===== src/include/irq_pkg.sv =====
// Constants, types and layouts for the interrupt priority, mask and accept block
// Overview of operation
// - Mask clear register is 32-bit write-only and reads back as zero.
// - Writing 1 to a mask clear bit clears that mask bit; 0 leaves it.
// - Pending, mask and mask clear share one map: bit 9 timer4, bit 8 timer3.
// - Highest programmed level wins; lower requests stay pending.
// - Equal levels are resolved by a fixed built-in source order.
// - Forward only when selected level is strictly above the CPU mask level.
// - The CPU takes a forwarded interrupt only at an instruction boundary.
// - On acceptance the source code is loaded into the event code register.
// - On acceptance state, PC and stack pointer are copied to saved registers.
// - On acceptance block, privilege and bank select bits of state become 1.
// - After saving, fetch starts at vector base plus the fixed handler offset.
// - Acceptance leaves the CPU four-bit mask level field unchanged.
// - With mask-all-on-NMI-low set, every source except NMI is masked while the NMI pin is low.
// - With that bit set, NMI edges still raise NMI in normal and sleep modes.
// - With that bit set in standby, NMI edges raise nothing.
// - Decision takes one core cycle plus 4, 7 or 2 bus cycles by source type.
// - After the instruction wait, exception entry takes four core cycles.
// - With block bit clear, a level above the mask level is accepted, nesting.
// - Source mask resets to low ten bits set; writing 0 has no effect.
// - Pending bits show requests whether or not the source is masked.
// - Level zero masks a source; level fifteen is the highest programmable level, and NMI sits fixed at sixteen.
package irq_pkg;

   localparam logic [7:0] OFF_SOURCE_MASK = 8'h00;
   localparam logic [7:0] OFF_MASK_CLEAR = 8'h04;
   localparam logic [7:0] OFF_SOURCE_PENDING = 8'h08;
   localparam logic [7:0] OFF_LEVEL_SET = 8'h0c;
   localparam logic [7:0] OFF_CONTROL = 8'h10;
   localparam logic [7:0] OFF_EVENT_CODE = 8'h14;
   localparam logic [7:0] OFF_SAVED_STATE = 8'h18;
   localparam logic [7:0] OFF_SAVED_PC = 8'h1c;
   localparam logic [7:0] OFF_SAVED_STACK = 8'h20;

   localparam logic [31:0] MASK_RESET = 32'h000003ff;
   localparam logic [31:0] SOURCE_BITS = 32'h00000300;
   localparam int TIMER4_BIT = 9;
   localparam int TIMER3_BIT = 8;
   localparam logic [31:0] LEVEL_RW_MASK = 32'h0000ff00;
   localparam int TIMER4_LEVEL_LSB = 12;
   localparam int TIMER3_LEVEL_LSB = 8;
   localparam logic [31:0] CONTROL_RW_MASK = 32'h00000001;
   localparam int CONTROL_MAI_BIT = 0;

   localparam int STATE_MD_BIT = 30;
   localparam int STATE_RB_BIT = 29;
   localparam int STATE_BL_BIT = 28;
   localparam int STATE_CPU_IRQ_MASK_FIELD_LSB = 4;
   localparam logic [31:0] HANDLER_OFFSET = 32'h00000600;

   localparam logic [4:0] NMI_LEVEL = 5'h10;
   localparam logic [3:0] ENC_IDLE = 4'hf;

   localparam logic [31:0] EVT_NMI = 32'h00000010;
   localparam logic [31:0] EVT_ENCODED = 32'h00000200;
   localparam logic [31:0] EVT_TIMER3 = 32'h00000300;
   localparam logic [31:0] EVT_TIMER4 = 32'h00000320;

   localparam int CORE_PERIOD_NS = 100;
   localparam int BUS_PERIOD_NS = 200;
   localparam logic [3:0] BUS_DIV = 4'((BUS_PERIOD_NS + CORE_PERIOD_NS - 1) / CORE_PERIOD_NS);
   localparam logic [3:0] LAT_NMI_BUS = 4'h4;
   localparam logic [3:0] LAT_ENC_BUS = 4'h7;
   localparam logic [3:0] LAT_PERIPH_BUS = 4'h2;
   localparam logic [3:0] ENTRY_CORE = 4'h4;

   localparam logic [1:0] RESP_OKAY = 2'h0;
   localparam logic [1:0] RESP_SLVERR = 2'h2;

   typedef enum logic [1:0] {
      SRC_NMI = 2'b00,
      SRC_ENC = 2'b01,
      SRC_TMR3 = 2'b10,
      SRC_TMR4 = 2'b11
   } src_t;

   typedef enum logic [1:0] {
      PH_IDLE = 2'b00,
      PH_DECIDE = 2'b01,
      PH_WAIT = 2'b10,
      PH_ENTRY = 2'b11
   } phase_t;

   typedef struct packed {
      logic [31:0] state;
      logic [31:0] pc;
      logic [31:0] stack;
      logic [31:0] vbase;
      logic boundary;
   } cpu_view_t;

   typedef struct packed {
      logic [31:0] saved_state;
      logic [31:0] saved_pc;
      logic [31:0] saved_stack;
      logic [31:0] new_state;
      logic [31:0] fetch_addr;
      logic take;
      logic fetch_start;
   } cpu_entry_t;

endpackage


===== src/hdl/irq_arbiter.sv =====
// Highest-level priority arbiter over four sources, fixed order on ties
`timescale 1ns/1ps
module irq_arbiter (
   input wire logic [3:0] req,
   input wire logic [3:0][4:0] lvl,
   output logic sel_valid,
   output irq_pkg::src_t sel_src,
   output logic [4:0] sel_lvl
);

   always_comb begin
      sel_valid = 1'b0;
      sel_src = irq_pkg::SRC_NMI;
      sel_lvl = 5'h00;
      // Lower index wins ties
      for (int i = 3; i >= 0; i--) begin
         if (req[i] && (!sel_valid || lvl[i] >= sel_lvl)) begin
            sel_valid = 1'b1;
            sel_src = irq_pkg::src_t'(2'(i));
            sel_lvl = lvl[i];
         end
      end
   end

endmodule


===== src/hdl/irq_priority_mask_accept.sv =====
// Interrupt priority, masking and CPU acceptance with an AXI4-Lite register slave
`timescale 1ns/1ps
module irq_priority_mask_accept (
   input wire logic aclk,
   input wire logic aresetn,
   input wire logic [7:0] awaddr,
   input wire logic awvalid,
   output logic awready,
   input wire logic [31:0] wdata,
   input wire logic [3:0] wstrb,
   input wire logic wvalid,
   output logic wready,
   output logic [1:0] bresp,
   output logic bvalid,
   input wire logic bready,
   input wire logic [7:0] araddr,
   input wire logic arvalid,
   output logic arready,
   output logic [31:0] rdata,
   output logic [1:0] rresp,
   output logic rvalid,
   input wire logic rready,
   input wire logic nmi_pin,
   input wire logic [3:0] encoded_request_pins,
   input wire logic timer3_underflow_irq,
   input wire logic timer4_underflow_irq,
   input wire logic standby_mode,
   input wire irq_pkg::cpu_view_t cpu,
   output logic irq_request,
   output irq_pkg::cpu_entry_t cpu_entry
);

   typedef struct packed {
      logic aw_held;
      logic [7:0] aw_addr;
      logic w_held;
      logic [31:0] w_data;
      logic [3:0] w_strb;
      logic b_valid;
      logic [1:0] b_resp;
      logic r_valid;
      logic [31:0] r_data;
      logic [1:0] r_resp;
      logic [31:0] source_mask;
      logic [31:0] level_set;
      logic [31:0] control;
      logic [31:0] event_code;
      logic nmi_prev;
      logic nmi_pend;
      irq_pkg::phase_t phase;
      irq_pkg::src_t src;
      logic [3:0] count;
      logic [3:0] div;
      irq_pkg::cpu_entry_t entry;
   } state_t;

   state_t state_reg;
   state_t state_next;

   logic [31:0] pending;
   logic mai_mask;
   logic [3:0] req;
   logic [3:0][4:0] lvl;
   logic sel_valid;
   irq_pkg::src_t sel_src;
   logic [4:0] sel_lvl;
   logic blocked;
   logic [3:0] cpu_irq_mask_field;
   logic acceptable;
   logic bus_tick;
   logic nmi_edge;

   function automatic logic [31:0] byte_mask(input logic [3:0] strb);
      byte_mask = {{8{strb[3]}}, {8{strb[2]}}, {8{strb[1]}}, {8{strb[0]}}};
   endfunction

   function automatic logic [31:0] merge(input logic [31:0] old, input logic [31:0] data,
         input logic [3:0] strb);
      merge = (old & ~byte_mask(strb)) | (data & byte_mask(strb));
   endfunction

   function automatic logic mapped(input logic [7:0] addr);
      case (addr)
         irq_pkg::OFF_SOURCE_MASK, irq_pkg::OFF_MASK_CLEAR, irq_pkg::OFF_SOURCE_PENDING,
         irq_pkg::OFF_LEVEL_SET, irq_pkg::OFF_CONTROL, irq_pkg::OFF_EVENT_CODE,
         irq_pkg::OFF_SAVED_STATE, irq_pkg::OFF_SAVED_PC, irq_pkg::OFF_SAVED_STACK: mapped = 1'b1;
         default: mapped = 1'b0;
      endcase
   endfunction

   function automatic logic [3:0] bus_latency(input irq_pkg::src_t s);
      case (s)
         irq_pkg::SRC_NMI: bus_latency = irq_pkg::LAT_NMI_BUS;
         irq_pkg::SRC_ENC: bus_latency = irq_pkg::LAT_ENC_BUS;
         default: bus_latency = irq_pkg::LAT_PERIPH_BUS;
      endcase
   endfunction

   function automatic logic [31:0] event_of(input irq_pkg::src_t s);
      case (s)
         irq_pkg::SRC_NMI: event_of = irq_pkg::EVT_NMI;
         irq_pkg::SRC_ENC: event_of = irq_pkg::EVT_ENCODED;
         irq_pkg::SRC_TMR3: event_of = irq_pkg::EVT_TIMER3;
         default: event_of = irq_pkg::EVT_TIMER4;
      endcase
   endfunction

   // Source side
   assign pending = {22'h000000, timer4_underflow_irq, timer3_underflow_irq, 8'h00};
   assign mai_mask = state_reg.control[irq_pkg::CONTROL_MAI_BIT] && !nmi_pin;
   assign nmi_edge = state_reg.nmi_prev && !nmi_pin;

   always_comb begin
      lvl[irq_pkg::SRC_NMI] = irq_pkg::NMI_LEVEL;
      lvl[irq_pkg::SRC_ENC] = {1'b0, ~encoded_request_pins};
      lvl[irq_pkg::SRC_TMR3] = {1'b0, state_reg.level_set[irq_pkg::TIMER3_LEVEL_LSB +: 4]};
      lvl[irq_pkg::SRC_TMR4] = {1'b0, state_reg.level_set[irq_pkg::TIMER4_LEVEL_LSB +: 4]};
      req[irq_pkg::SRC_NMI] = state_reg.nmi_pend;
      req[irq_pkg::SRC_ENC] = (encoded_request_pins != irq_pkg::ENC_IDLE) && !mai_mask;
      req[irq_pkg::SRC_TMR3] = pending[irq_pkg::TIMER3_BIT] && !state_reg.source_mask[irq_pkg::TIMER3_BIT]
         && (lvl[irq_pkg::SRC_TMR3] != 5'h00) && !mai_mask;
      req[irq_pkg::SRC_TMR4] = pending[irq_pkg::TIMER4_BIT] && !state_reg.source_mask[irq_pkg::TIMER4_BIT]
         && (lvl[irq_pkg::SRC_TMR4] != 5'h00) && !mai_mask;
   end

   irq_arbiter arbiter (
      .req(req),
      .lvl(lvl),
      .sel_valid(sel_valid),
      .sel_src(sel_src),
      .sel_lvl(sel_lvl)
   );

   // CPU side gating
   assign blocked = cpu.state[irq_pkg::STATE_BL_BIT];
   assign cpu_irq_mask_field = cpu.state[irq_pkg::STATE_CPU_IRQ_MASK_FIELD_LSB +: 4];
   assign acceptable = sel_valid && !blocked && (sel_lvl > {1'b0, cpu_irq_mask_field});
   assign bus_tick = (state_reg.div == irq_pkg::BUS_DIV - 4'h1);

   // Handshake and data outputs
   assign awready = !state_reg.aw_held;
   assign wready = !state_reg.w_held;
   assign bvalid = state_reg.b_valid;
   assign bresp = state_reg.b_resp;
   assign arready = !state_reg.r_valid;
   assign rvalid = state_reg.r_valid;
   assign rdata = state_reg.r_data;
   assign rresp = state_reg.r_resp;
   assign cpu_entry = state_reg.entry;
   assign irq_request = (state_reg.phase == irq_pkg::PH_WAIT);

   always_comb begin
      state_next = state_reg;
      state_next.entry.take = 1'b0;
      state_next.entry.fetch_start = 1'b0;
      state_next.nmi_prev = nmi_pin;
      state_next.div = bus_tick ? 4'h0 : state_reg.div + 4'h1;

      // Write channel
      if (awvalid && awready) begin
         state_next.aw_held = 1'b1;
         state_next.aw_addr = awaddr;
      end
      if (wvalid && wready) begin
         state_next.w_held = 1'b1;
         state_next.w_data = wdata;
         state_next.w_strb = wstrb;
      end
      if (state_reg.b_valid && bready) begin
         state_next.b_valid = 1'b0;
      end
      if (state_reg.aw_held && state_reg.w_held && !state_reg.b_valid) begin
         state_next.aw_held = 1'b0;
         state_next.w_held = 1'b0;
         state_next.b_valid = 1'b1;
         state_next.b_resp = mapped(state_reg.aw_addr) ? irq_pkg::RESP_OKAY : irq_pkg::RESP_SLVERR;
         case (state_reg.aw_addr)
            irq_pkg::OFF_SOURCE_MASK: begin
               state_next.source_mask = state_reg.source_mask
                  | (state_reg.w_data & byte_mask(state_reg.w_strb) & irq_pkg::SOURCE_BITS);
            end
            irq_pkg::OFF_MASK_CLEAR: begin
               state_next.source_mask = state_reg.source_mask
                  & ~(state_reg.w_data & byte_mask(state_reg.w_strb));
            end
            irq_pkg::OFF_LEVEL_SET: begin
               state_next.level_set = merge(state_reg.level_set, state_reg.w_data, state_reg.w_strb)
                  & irq_pkg::LEVEL_RW_MASK;
            end
            irq_pkg::OFF_CONTROL: begin
               state_next.control = merge(state_reg.control, state_reg.w_data, state_reg.w_strb)
                  & irq_pkg::CONTROL_RW_MASK;
            end
            default: begin
            end
         endcase
      end

      // Read channel
      if (state_reg.r_valid && rready) begin
         state_next.r_valid = 1'b0;
      end
      if (arvalid && arready) begin
         state_next.r_valid = 1'b1;
         state_next.r_resp = mapped(araddr) ? irq_pkg::RESP_OKAY : irq_pkg::RESP_SLVERR;
         case (araddr)
            irq_pkg::OFF_SOURCE_MASK: state_next.r_data = state_reg.source_mask;
            irq_pkg::OFF_MASK_CLEAR: state_next.r_data = 32'h00000000;
            irq_pkg::OFF_SOURCE_PENDING: state_next.r_data = pending;
            irq_pkg::OFF_LEVEL_SET: state_next.r_data = state_reg.level_set;
            irq_pkg::OFF_CONTROL: state_next.r_data = state_reg.control;
            irq_pkg::OFF_EVENT_CODE: state_next.r_data = state_reg.event_code;
            irq_pkg::OFF_SAVED_STATE: state_next.r_data = state_reg.entry.saved_state;
            irq_pkg::OFF_SAVED_PC: state_next.r_data = state_reg.entry.saved_pc;
            irq_pkg::OFF_SAVED_STACK: state_next.r_data = state_reg.entry.saved_stack;
            default: state_next.r_data = 32'h00000000;
         endcase
      end

      // Acceptance sequence
      case (state_reg.phase)
         irq_pkg::PH_IDLE: begin
            if (acceptable) begin
               state_next.phase = irq_pkg::PH_DECIDE;
               state_next.src = sel_src;
               state_next.count = bus_latency(sel_src);
            end
         end
         irq_pkg::PH_DECIDE: begin
            if (!acceptable || sel_src != state_reg.src) begin
               state_next.phase = irq_pkg::PH_IDLE;
            end else if (bus_tick) begin
               state_next.count = state_reg.count - 4'h1;
               if (state_reg.count == 4'h1) begin
                  state_next.phase = irq_pkg::PH_WAIT;
               end
            end
         end
         irq_pkg::PH_WAIT: begin
            if (!acceptable || sel_src != state_reg.src) begin
               state_next.phase = irq_pkg::PH_IDLE;
            end else if (cpu.boundary) begin
               state_next.phase = irq_pkg::PH_ENTRY;
               state_next.count = irq_pkg::ENTRY_CORE - 4'h1;
               state_next.event_code = event_of(state_reg.src);
               state_next.entry.saved_state = cpu.state;
               state_next.entry.saved_pc = cpu.pc;
               state_next.entry.saved_stack = cpu.stack;
               state_next.entry.new_state = cpu.state | (32'h00000001 << irq_pkg::STATE_BL_BIT)
                  | (32'h00000001 << irq_pkg::STATE_MD_BIT)
                  | (32'h00000001 << irq_pkg::STATE_RB_BIT);
               state_next.entry.fetch_addr = cpu.vbase + irq_pkg::HANDLER_OFFSET;
               state_next.entry.take = 1'b1;
               if (state_reg.src == irq_pkg::SRC_NMI) begin
                  state_next.nmi_pend = 1'b0;
               end
            end
         end
         irq_pkg::PH_ENTRY: begin
            state_next.count = state_reg.count - 4'h1;
            if (state_reg.count == 4'h1) begin
               state_next.entry.fetch_start = 1'b1;
               state_next.phase = irq_pkg::PH_IDLE;
            end
         end
         default: state_next.phase = irq_pkg::PH_IDLE;
      endcase

      // NMI edge; a new edge beats the acceptance clear
      if (nmi_edge && !(state_reg.control[irq_pkg::CONTROL_MAI_BIT] && standby_mode)) begin
         state_next.nmi_pend = 1'b1;
      end
   end

   always_ff @(posedge aclk) begin
      if (!aresetn) begin
         state_reg <= '0;
         state_reg.source_mask <= irq_pkg::MASK_RESET;
         state_reg.nmi_prev <= 1'b1;
         state_reg.phase <= irq_pkg::PH_IDLE;
         state_reg.src <= irq_pkg::SRC_NMI;
      end else begin
         state_reg <= state_next;
      end
   end

endmodule


===== config.mk =====
export PLATFORM = sky130hd
export DESIGN_NAME = irq_priority_mask_accept
export DESIGN_NICKNAME = d
export VERILOG_FILES = /design/src/include/irq_pkg.sv /design/src/hdl/irq_arbiter.sv /design/src/hdl/irq_priority_mask_accept.sv
export SDC_FILE = /design/constraint.sdc
export NUM_CORES = 1
export LEC_CHECK = 0
export BUFFER_PORTS_ARGS = -buffer_cell sky130_fd_sc_hd__buf_2
export CORE_MARGIN = 3
export CORE_UTILIZATION = 56
export DETAILED_ROUTE_END_ITERATION = 10
export PLACE_DENSITY_LB_ADDON = 0.12
export SLEW_MARGIN = 20
export SYNTH_ARGS = -nofsm -noshare
export SYNTH_HDL_FRONTEND = slang
export SYNTH_SLANG_ARGS = --single-unit

===== constraint.sdc =====
create_clock -name aclk -period 7.9 [get_ports aclk]
set_input_delay 0 -clock aclk [delete_from_list [all_inputs] [get_ports aclk]]
set_output_delay 0 -clock aclk [all_outputs]
set_load 0.02 [all_outputs]

* Word level (Yosys, flattened, before mapping)
Cells that the tools add are included.
Word-level totals: register bits after elaboration 333, input port bits 196, logic and storage cells 196
Operators by class: $add $sub $neg 3, magnitude comparators 4, equality and inequality tests 36, muxes and demuxes 45, bitwise operators 13, reductions and logical operators 68
Operators with widths (count):
- $pmux 32 s8 | 1
- $and 32x32->32 | 2
- $eq 8x5->1 const B | 8
- $pmux 32 s2 | 1
- $mux 35 | 1
- $add 32x11->32 const B | 1
- $eq 8x4->1 const B | 4
- $not 32->32 | 1
- $or 32x10->32 | 1
- $pmux 10 s3 | 1
- $mux 4 | 7
- $logic_and 1x1->1 | 23
- $mux 2 | 11
- $reduce_or 9->1 | 2
- $and 16x16->16 | 1
- $eq 8x3->1 const B | 2
- $eq 8x6->1 const B | 2
- $logic_not 8->1 | 2
- $mux 1 | 16
- $not 16->16 | 1
- $or 16x16->16 | 1
- $pmux 4 s4 | 1
- $logic_not 1->1 | 14
- $ne 2x2->1 const B | 6
- other kinds (32) | 59

* Longest topological paths before layout
Gate-level depths: netlist (run 1).
depth after elaboration 24, mapped depth 29, mapped depth without buffers 25

* Modules after synthesis
From an unflattened synthesis (run 1), not the netlist that was laid out.
Second synthesis, totals: cells, all modules 1617, area, all modules 13137.6 um^2
Modules (own cells, without submodules):
- irq_priority_mask_accept | times used 1, cells each 1523, area an instance 12475.7 um^2
- irq_arbiter | times used 1, cells each 94, area an instance 661.9 um^2

* Worst setup path before layout (run 1)
No wires, ideal clock.
path type reg-to-reg, from reg (tool-made name), to reg state_reg (netlist bit req[0]), setup time 0.114 ns, arrival time 5.287 ns, data required time 7.786 ns, path slack 2.499 ns, stages on the path, launching flop included 26, buffers on the path 2, period minus slack after synthesis 5.401 ns, cells stage by stage dfxtp_1 nand2b_4 and3_1 ha_1 nand2b_1 a211o_1 a211o_1 buf_2 nand2_1 nand2_1 o21ai_0 ha_1 nand2b_1 a2111oi_1 or3_1 a21oi_1 a21oi_1 nor2_1 ha_1 a41oi_1 a32o_1 o2111a_2 or3b_1 buf_2 o31ai_2 a2bb2o_4
RTL lines:
- to (signal assigned) | RTL line irq_priority_mask_accept.sv:283 | state_reg <= state_next;
- to (decl) | RTL line irq_priority_mask_accept.sv:57 | state_t state_reg;

==> key figures, run 1 <==
Outcome
  – Status: complete, no violations

Worst hold path
  – Worst Min Path Start: cpu[0]
  – Hold Crit Class: input pin to flip-flop

Floorplanning
  – I/O pin cnt: 400
  – Die ar.: 0.0244 mm^2
  – Die Y: 156 um
  – Core footprint: 0.0220 mm^2
  – Die X: 156 um
  – Initial Util: 57.5%
  – Row count: 54

Timing
  – Fmax: 151 MHz
  – Minimum clock period: 6.64 ns
  – Final TNS setup: 0 ns
  – Worst Tran Pin Value: 1.02 ns
  – RSZ-0062 raised after global routing: false
  – Final setup fails: 0
  – Clock Skew: 0.0138 ns
  – Fin. Hold Viols: 0
  – Relative slew slack: 31.7%
  – Tcrit/Tclk final: 84.1%
  – Hold WS: 0.0182 ns
  – Final Max Slew Viols: 0

Logic synthesis
  – Post-synth EDFFs: 0
  – Most instantiated library cell after synthesis: nand2_1
  – Syn Area/Cell: 8.10 um^2
  – Number of synthesized register bits: 272
  – Cells after Synth: 1562
  – Cell variety after synth: 61
  – Synth Flop Type: dfxtp_1
  – Async set-reset flop share out of synthesis: 0%
  – Seq/Total Area, Yosys: 43.0%
  – Synthesized area: 0.0127 mm^2
  – Synth top area cells: dfxtp_1 (43%), buf_4 (12%), nand2_1 (10%)
  – Synth top area share: 43.0%
  – Synth top cells by count: nand2_1 (346), dfxtp_1 (272), buf_4 (199)
  – Area leader, netlist: dfxtp_1
  – Yosys warns: 0

Pwr
  – Pint: 2.32 mW
  – Switch Pwr: 0.738 mW
  – Sw Ratio: 24.1%
  – Max IR drop VDD: 196 uV
  – Power, Total: 3.06 mW
  – Clock share of power: 42.7%
  – Flop pwr share: 46.8%
  – Power per Cell Area: 190 mW/mm^2
  – Gate power share: 10.4%
  – Leak: 6.84 nW

Routing
  – Initial DRC count: 1062
  – Avg WL per Cell: 18.8 um
  – Drt pass-1 iters: 5
  – DRT antenna net count: 0
  – Routed vias: 12100
  – Vias per cell: 5.51
  – Post-route DRC: 0
  – Post-Route WL: 41300 um

Critical path
  – Max FO, Critical Path: 71
  – Worst setup path class: flip-flop to flip-flop
  – Worst Setup Start Kind: flip-flop
  – Critical path endpoint category: flip-flop
  – Arr. time, crit path: 7.11 ns
  – CP Data Required Time: 8.36 ns

Global route
  – Vias in the first global route: 11700
  – Number of antenna violations at the first check in global routing: 1
  – GRT Util Overall: 32.0%
  – First-pass GRT wire length: 63400 um
  – Met1 Usage GRT: 41.6%
  – Met2 usage: 53.5%
  – Met3 usage: 5.39%
  – Largest net degree at the start of global routing: 111
  – Busiest layer in global routing: met2
  – Grt ovf: 0

Clock network
  – Cell at the root of the clock tree: clkbuf_16
  – CTS Buffer Depth: 3
  – Worst skew pair latency: 0.55 ns
  – CTS tree: yes
  – Sink Count: 272
  – Htree depth: 1
  – Clock transition at path regs: 0.06 ns
  – CTS Buf Count: 29

Placement
  – DP Cell Count: 1956
  – Gpl congestion: 0.932
  – Dpl hpwl: 27000 um
  – PortBufs: 397

Finish
  – Share of cells above drive strength 1: 24.6%
  – Finished Core Util: 72.9%
  – Synthesis-to-finish area growth: 26.9%
  – Max reg flops: 131
  – Reg area: 0.00545 mm^2
  – Final net count: 2109
  – Post-Layout Cell Count: 2197
  – # fillers: 1668
  – Multi-input logic area: 0.00523 mm^2

Flow run
  – Max-cap violations: 0
==> cell families after synthesis <==
logic type | count (synthesis) | synth area share [%]
other | 1 | 0.0296
and+or+nand+nor | 510 | 17.2
adders and majority gates | 17 | 1.68
buffers and inverters | 327 | 15.9
AOI/OAI and AO/OA | 390 | 18.7
DFF | 272 | 43.0
muxes | 22 | 1.94
xor gates and xnor gates | 23 | 1.59
==> final cells by class <==
class	count	area share, %
flip-flops and latches	272	33.9
inverters	30	0.732
clock buffers	42	5.14
multi-input cells	964	32.6
well taps	280	2.18
diodes	2	0.0312
repair buffers	599	24.8
clock inverters	8	0.569
==> worst max-delay path, stage by stage, from the launching register on <==
cell and delay (ns):
dfxtp_1 0.44, nand2b_4 0.11, and3_1 0.19, ha_1 0.27, nand2b_1 0.14, a211o_1 0.30
a211o_1 0.39, nand2_1 0.12, nand2_1 0.05, o21ai_0 0.13, ha_1 0.29, nand2b_1 0.15
a2111oi_1 0.62, or3_1 0.21, a21oi_1 0.16, a21oi_1 0.19, nor2_1 0.06, ha_1 0.32
a21oi_1 0.13, o21ai_0 0.11, a32o_1 0.29, o2111a_2 0.20, or3b_4 0.86, buf_4 0.53
nand2_1 0.11, a21oi_1 0.15
==> cells in the final DEF (no fill, tap or decap), types with 40 or more instances in the layout <==
master / Yosys / routed
a21oi_1: 182 / 182
a22oi_1: 51 / 51
a31oi_1: 40 / 40
buf_2: 26 / 397
dfxtp_1: 272 / 272
dlygate4sd3_1: 0 / 189
nand2_1: 346 / 346
nor2_1: 74 / 73
o21ai_0: 50 / 50
==> repair_timing <==
| action | 4_1_cts | 5_1_grt |
|---|---|---|
| gates resized for setup | 0 | 0 |
| buffers inserted | 0 | 0 |
| endpoints found under the hold margin | 178 | 0 |
| hold buffers | 189 | 0 |
==> stage by stage <==
step / setup WS, ns / cell area, um^2
3_3_place_gp: 1.49 / 13200
4_1_cts: 1.30 / 16100
2_1_floorplan: 2.50 / 12700
3_5_place_dp: 1.35 / 13200
6_report: 1.26 / 16100
5_1_grt: 0.576 / 16100
==> metal layers <==
layer	vias to the layer above	wire, um	part of all wire (%)
li1	5794	-	-
met1	5611	16600	40
met2	598	19500	47
met3	106	3390	8.2
met4	0	1790	4.3
met5	-	0	0
==> final timing paths <==
path,to,slack (ns),cells after the start
worst max-delay path,cpu_entry[112],1.26,25
worst min register to register,state_reg[295],0.42,1
worst max register to register,cpu_entry[112],1.26,25
worst min-delay path,state_reg[166],0.02,4
==> power by group through the flow <==
stage | registers [mW] | logic (mW) | clock network, mW
finish | 1.43 | 0.319 | 1.31
global route | 1.44 | 0.348 | 1.38
CTS | 1.43 | 0.313 | 1.33
detailed placement | 1.46 | 0.236 | 0
global placement | 1.46 | 0.234 | 0
floorplan | 1.45 | 0.156 | 0
Power figures use the tool's default switching activity.
==> run 2, diff against run 1 <==
- CORE_UTILIZATION: 56 -> 52
- clock period: 7.9 -> 6.95 ns (I/O delays scaled with it)
==> run 2 against run 1 <==
Critical endpoint is now cpu_entry[85]. Critical path type unchanged. Cell count is 1.5% higher. Utilization is 4.7 points lower. Die area is 7.4% higher. Largest power group unchanged. Clock skew is 0.0044 ns lower.
==> key figures, run 2 (synthesized netlist as in run 1, its figures left out) <==
Timing
  – Final setup fails: 0 (unchanged)
  – Worst Tran Pin Value: 1.08 ns (+0.0603 ns)
  – Final Max Slew Viols: 0 (unchanged)
  – Relative slew slack: 27.8% (-3.9 points)
  – Tcrit/Tclk final: 92.0% (+7.9 points)
  – Fin. Hold Viols: 0 (unchanged)
  – RSZ-0062 raised after global routing: false
  – Final TNS setup: 0 ns (unchanged)
  – Minimum clock period: 6.39 ns (-0.249 ns)
  – Fmax: 156 MHz (+3.9%)
  – Clock Skew: 0.00940 ns (-0.00439 ns)

Routing
  – Drt pass-1 iters: 6 (+1)
  – Routed vias: 12100 (+0.32%)
  – Avg WL per Cell: 18.8 um (about the same)
  – DRT antenna net count: 0 (unchanged)
  – Vias per cell: 5.45 (-1.2%)
  – Post-Route WL: 41900 um (+1.5%)
  – Post-route DRC: 0 (unchanged)
  – Initial DRC count: 1310 (+23%)

Global route
  – Grt ovf: 0 (unchanged)
  – GRT Util Overall: 30.4% (-1.6 points)
  – First-pass GRT wire length: 64100 um (+1.1%)
  – Largest net degree at the start of global routing: 118 (+6.3%)
  – Number of antenna violations at the first check in global routing: 2 (+1)
  – Vias in the first global route: 11700 (-0.051%)

Placement
  – Gpl congestion: 0.880 (-5.6%)
  – Placed inst area: 0.0133 mm^2 (+0.46%)
  – DP Cell Count: 1995 (+2.0%)
  – PortBufs: 397 (unchanged)
  – Dpl hpwl: 27700 um (+2.5%)

Finish
  – # fillers: 1931 (+16%)
  – Synthesis-to-finish area growth: 27.6%
  – Max reg flops: 131 (unchanged)
  – Share of cells above drive strength 1: 24.8% (+0.17 points)
  – Final Cell Area: 0.0161 mm^2 (+0.55%)
  – Reg area: 0.00545 mm^2 (unchanged)
  – Most frequent cells in the layout: buf_2 (397), nand2_1 (346), dfxtp_1 (272)
  – Most common cell after layout, fill and taps aside: buf_2
  – Multi-input logic area: 0.00523 mm^2 (unchanged)
  – Final net count: 2106 (-0.14%)
  – Post-Layout Cell Count: 2231 (+1.5%)
  – Finished Core Util: 68.2% (-4.7 points)

Critical path
  – Critical path endpoint category: flip-flop
  – Worst Setup Start Kind: flip-flop
  – Arr. time, crit path: 6.84 ns (-0.27 ns)
  – Max FO, Critical Path: 58 (-18%)
  – Worst setup path class: flip-flop to flip-flop
  – CP Data Required Time: 7.40 ns (-0.96 ns)

Floorplanning
  – I/O pin cnt: 400 (unchanged)
  – Die X: 162 um (+3.6%)
  – Die ar.: 0.0262 mm^2 (+7.4%)
  – Row count: 56 (+3.7%)
  – Initial Util: 53.4% (-4.0 points)
  – Core footprint: 0.0237 mm^2 (+7.5%)
  – Die Y: 162 um (+3.6%)

Outcome
  – Status: complete, no violations

Clock network
  – CTS Buffer Depth: 3 (unchanged)
  – Htree depth: 1 (unchanged)
  – Clock transition at path regs: 0.06 ns (about the same)
  – Worst skew pair latency: 0.54 ns (about the same)
  – Gates resized, CTS repair: 0 (unchanged)
  – Sink Count: 272 (unchanged)
  – CTS tree: yes
  – Cell at the root of the clock tree: clkbuf_16
  – CTS Buf Count: 29 (unchanged)

Pwr
  – Power per Cell Area: 221 mW/mm^2 (+16%)
  – Max IR drop VDD: 166 uV (-15%)
  – Power, Total: 3.57 mW (+17%)
  – Leak: 6.87 nW (+0.45%)

Flow run
  – Max-cap violations: 0 (unchanged)

Worst hold path
  – Hold Crit Class: input pin to flip-flop
## run 2: what timing repair did
item	4_1_cts	5_1_grt
setup endpoints to repair	0	0
hold buffers	186	0
setup buffers	0	0
hold endpoints to repair	177	0
## run 2: power breakdown
| group | internal, mW | leakage [nW] | switching (mW) | total (mW) |
|---|---|---|---|---|
| combinational | 0.178 | 4.18 | 0.185 | 0.363 |
| clock | 0.962 | 0.482 | 0.615 | 1.58 |
| sequential | 1.60 | 2.21 | 0.0317 | 1.63 |
## run 2: per-layer routing
metal,track usage [%],vias up,share of wire [%]
met1,38.9,5638,41
met4,13.1,0,4.9
li1,-,5785,-
met3,6.02,132,8.2
met2,50.1,593,46
met5,0,-,0
## run 2: per-stage QoR
| stage | setup slack (ns) | hold slack (ns) |
|---|---|---|
| detailed placement | 0.697 | 0.220 |
| global placement | 0.889 | 0.214 |
| finish | 0.555 | 0.0185 |
| global route | 0.143 | 0.0623 |
| CTS | 0.678 | 0.00564 |
| floorplan | 1.55 | 0.0951 |
## run 2: worst paths after layout
check,from,to,slack (ns),cells past startpoint
hold / removal,cpu[0],state_reg[166],0.02,4
setup / recovery,flip-flop,cpu_entry[85],0.56,25
setup reg to reg,flip-flop,cpu_entry[85],0.56,25
hold reg to reg,state_reg[375],state_reg[301],0.42,1
## run 2: final cells by class
| cell class | instances | share of cell area, % |
|---|---|---|
| antenna | 2 | 0.0310 |
| timing repair buffer | 596 | 24.6 |
| multi-input combinational | 964 | 32.4 |
| tap | 319 | 2.47 |
| clock buffer | 42 | 5.35 |
| sequential | 272 | 33.7 |
| clock inverter | 6 | 0.674 |
| inverter | 30 | 0.728 |
## run 2: worst max-delay path: stages (launching register included)
cell and delay (ns):
dfxtp_1 0.46, nand2b_4 0.11, and3_1 0.20, ha_1 0.26, nand2b_1 0.14, a211o_1 0.30, a211o_1 0.39, nand2_1 0.12
nand2_1 0.05, o21ai_0 0.11, ha_1 0.28, nand2b_1 0.15, a2111oi_1 0.60, or3_1 0.20, a21oi_1 0.17, a21oi_1 0.19
nor2_1 0.05, ha_1 0.31, a21oi_1 0.13, o21ai_0 0.11, a32o_1 0.28, o2111a_2 0.20, or3b_4 0.73, buf_12 0.34
nand2_1 0.13, a21oi_1 0.21
==> run 3, diff against run 2 <==
- ABC_AREA: default -> 1
==> run 3 against run 2 <==
Hold slack improved by 0.018 ns. Sequential share of layout area decreased by 0.91 points. Area after synthesis increased by 2.8%. Sequential power increased by 2%. Largest cell class unchanged. Register-to-register slack improved by 0.19 ns. Combinational power increased by 49%. Synthesized cell count increased by 14%. Fmax increased by 3.0%.
==> key figures, run 3 <==
Critical path
  – Max FO, Critical Path: 77 (+33%)
  – Most numerous cell on the critical path: nand2_1
  – Max incr delay on CP: 0.47 ns (-0.26 ns)
  – Arr. time, crit path: 6.62 ns (-0.22 ns)
  – Critical path endpoint category: flip-flop
  – Worst path slowest cell: buf_4
  – CP Data Required Time: 7.36 ns (-0.04 ns)
  – Worst setup path class: flip-flop to flip-flop
  – Worst Setup Start Kind: flip-flop

Pwr
  – Max IR drop VDD: 168 uV (+1.2%)
  – Power, Total: 3.76 mW (+5.3%)
  – Switch Pwr: 0.993 mW (+19%)
  – Pint: 2.77 mW (+1.0%)
  – Flop pwr share: 44.4% (-1.2 points)
  – Gate power share: 14.4% (+4.2 points)
  – Sw Ratio: 26.4% (+3.1 points)
  – Clock share of power: 41.2% (-3.0 points)
  – Power per Cell Area: 227 mW/mm^2 (+2.5%)
  – Leak: 7.96 nW (+16%)

Clock network
  – Post CTS Setup Buffer Count: 0 (unchanged)
  – CTS tree: yes
  – Htree depth: 1 (unchanged)
  – CTS Buf Count: 29 (unchanged)
  – Clock transition at path regs: 0.06 ns (about the same)
  – Worst skew pair latency: 0.54 ns (about the same)
  – CTS Buffer Depth: 3 (unchanged)
  – Sink Count: 272 (unchanged)
  – Cell at the root of the clock tree: clkbuf_16

Finish
  – Synthesis-to-finish area growth: 27.5% (about the same)
  – Post-Layout Cell Count: 2488 (+12%)
  – Final net count: 2355 (+12%)
  – # fillers: 2118 (+9.7%)
  – Max reg flops: 131 (unchanged)
  – Share of cells above drive strength 1: 21.8% (-3.0 points)
  – Antenna fix cells: 0 (-2)
  – Most common cell after layout, fill and taps aside: buf_2
  – Most frequent cells in the layout: buf_2 (396), nor2_1 (301), nand2_1 (275)

Logic synthesis
  – Area leader, netlist: dfxtp_1
  – Synth top area share: 41.8% (-1.2 points)
  – Synthesized area: 0.0130 mm^2 (+2.8%)
  – Most instantiated library cell after synthesis: nor2_1
  – Synth top area cells: dfxtp_1 (42%), buf_4 (12%), nor2_1 (8.8%)
  – Async set-reset flop share out of synthesis: 0% (unchanged)
  – Cells after Synth: 1785 (+14%)
  – Synth top cells by count: nor2_1 (305), nand2_1 (275), dfxtp_1 (272)
  – Post-synth EDFFs: 0 (unchanged)
  – Number of synthesized register bits: 272 (unchanged)
  – Syn Area/Cell: 7.29 um^2 (-10%)
  – Cell variety after synth: 42 (-31%)
  – Yosys warns: 0 (unchanged)
  – Synth Flop Type: dfxtp_1
  – Seq/Total Area, Yosys: 41.8% (-1.2 points)

Worst hold path
  – Worst Min Path Start: cpu[125]
  – Hold Crit Class: input pin to flip-flop

Timing
  – RSZ-0062 raised after global routing: false
  – Worst Tran Pin Value: 0.994 ns (-0.0890 ns)
  – Fin. Hold Viols: 0 (unchanged)
  – Final Max Slew Viols: 0 (unchanged)
  – Relative slew slack: 33.7% (+5.9 points)
  – Fmax: 161 MHz (+3.0%)
  – Final TNS setup: 0 ns (unchanged)
  – Clock Skew: 0.0120 ns (+0.00262 ns)
  – Final setup fails: 0 (unchanged)
  – Tcrit/Tclk final: 89.3% (-2.7 points)
  – Minimum clock period: 6.21 ns (-0.188 ns)

Routing
  – DRT antenna net count: 0 (unchanged)
  – Drt pass-1 iters: 5 (-1)
  – Routed vias: 12700 (+4.9%)
  – Initial DRC count: 1016 (-22%)
  – Vias per cell: 5.12 (-5.9%)
  – Post-Route WL: 41900 um (about the same)
  – Avg WL per Cell: 16.8 um (-10%)
  – Post-route DRC: 0 (unchanged)

Floorplanning
  – Core footprint: 0.0245 mm^2 (+3.3%)
  – Die X: 164 um (+1.3%)
  – I/O pin cnt: 400 (unchanged)
  – Die ar.: 0.0270 mm^2 (+2.7%)
  – Die Y: 164 um (+1.3%)
  – Row count: 57 (+1.8%)
  – Initial Util: 53.2% (-0.25 points)

Global route
  – Largest net degree at the start of global routing: 135 (+14%)
  – Vias in the first global route: 11900 (+2.1%)
  – First-pass GRT wire length: 63500 um (-0.98%)
  – Number of antenna violations at the first check in global routing: 0 (-2)
  – GRT Util Overall: 29.6% (-0.83 points)
  – Grt ovf: 0 (unchanged)

Placement
  – Dpl hpwl: 28100 um (+1.7%)
  – DP Cell Count: 2236 (+12%)
  – Gpl congestion: 0.858 (-2.5%)
  – PortBufs: 397 (unchanged)

Outcome
  – Status: complete, no violations

Flow run
  – Max-cap violations: 0 (unchanged)
run 3: final timing paths:
| check | endpoint | slack (ns) | depth (start not counted) |
|---|---|---|---|
| max | req[0] | 0.74 | 42 |
| min | state_reg[171] | 0.04 | 6 |
| min reg2reg | state_reg[286] | 0.43 | 2 |
| max reg2reg | req[0] | 0.74 | 42 |
run 3: cell families (layout without fill, tap and decap cells):
group / after synthesis / in the layout / synth area share [%]
fa+ha+maj: 17 / 17 / 1.63
flops: 272 / 272 / 41.8
xor+xnor: 24 / 24 / 1.62
compound gates: 364 / 364 / 14.8
buf+inv: 415 / 793 / 18.2
other cells: 1 / 2 / 0.0288
simple gates: 692 / 692 / 21.9
run 3: metal layers:
metal	wire length, um	vias to the layer above	global-route usage [%]	share of wire [%]
met5	0	-	0	0
met4	1600	0	11.9	3.8
met3	2920	92	4.41	7.0
met2	19700	509	50.6	47
met1	17700	5837	37.4	42
li1	-	6304	-	-
run 3: area by class of cell:
cell class / count / area (um^2) / share of cell area, %
clock buffer: 43 / 848 / 5.11
clock inverter: 10 / 108 / 0.649
inverter: 135 / 510 / 3.08
multi-input combinational: 1099 / 5220 / 31.4
sequential: 272 / 5450 / 32.8
tap: 324 / 405 / 2.44
timing repair buffer: 605 / 4060 / 24.5
run 3: metrics by stage:
step           setup slack [ns]  util, %  hold WS, ns  area (um^2)
6_report                  0.744     67.8       0.0365        16600
5_1_grt                  0.0312     67.8       0.0840        16600
4_1_cts                   0.535     67.8      0.00886        16600
3_5_place_dp              0.564     55.7        0.217        13600
3_3_place_gp              0.732     55.7        0.212        13600
2_1_floorplan              2.22        -       0.0900        13000
run 3: critical path: cells and delay by family (launching register included):
kind	cells	cell delay, ns
AO/OA/AOI/OAI	6	1.03
flip-flops	1	0.32
buffers and inverters	9	1.32
adder cells (fa/ha/maj)	3	0.88
AND/OR/NAND/NOR	24	2.40
run 3: timing repair:
item	CTS	global route
hold buffers	199	0
gates resized for setup	0	3
endpoints found under the hold margin	182	0
endpoints found under the setup margin	0	53
run 3: power groups by stage:
stage	Clock, mW	Combinational (mW)	Sequential (mW)
floorplan	0	0.322	1.69
global placement	0	0.437	1.70
detailed placement	0	0.442	1.70
CTS	1.57	0.534	1.67
global route	1.63	0.602	1.68
finish	1.55	0.541	1.67
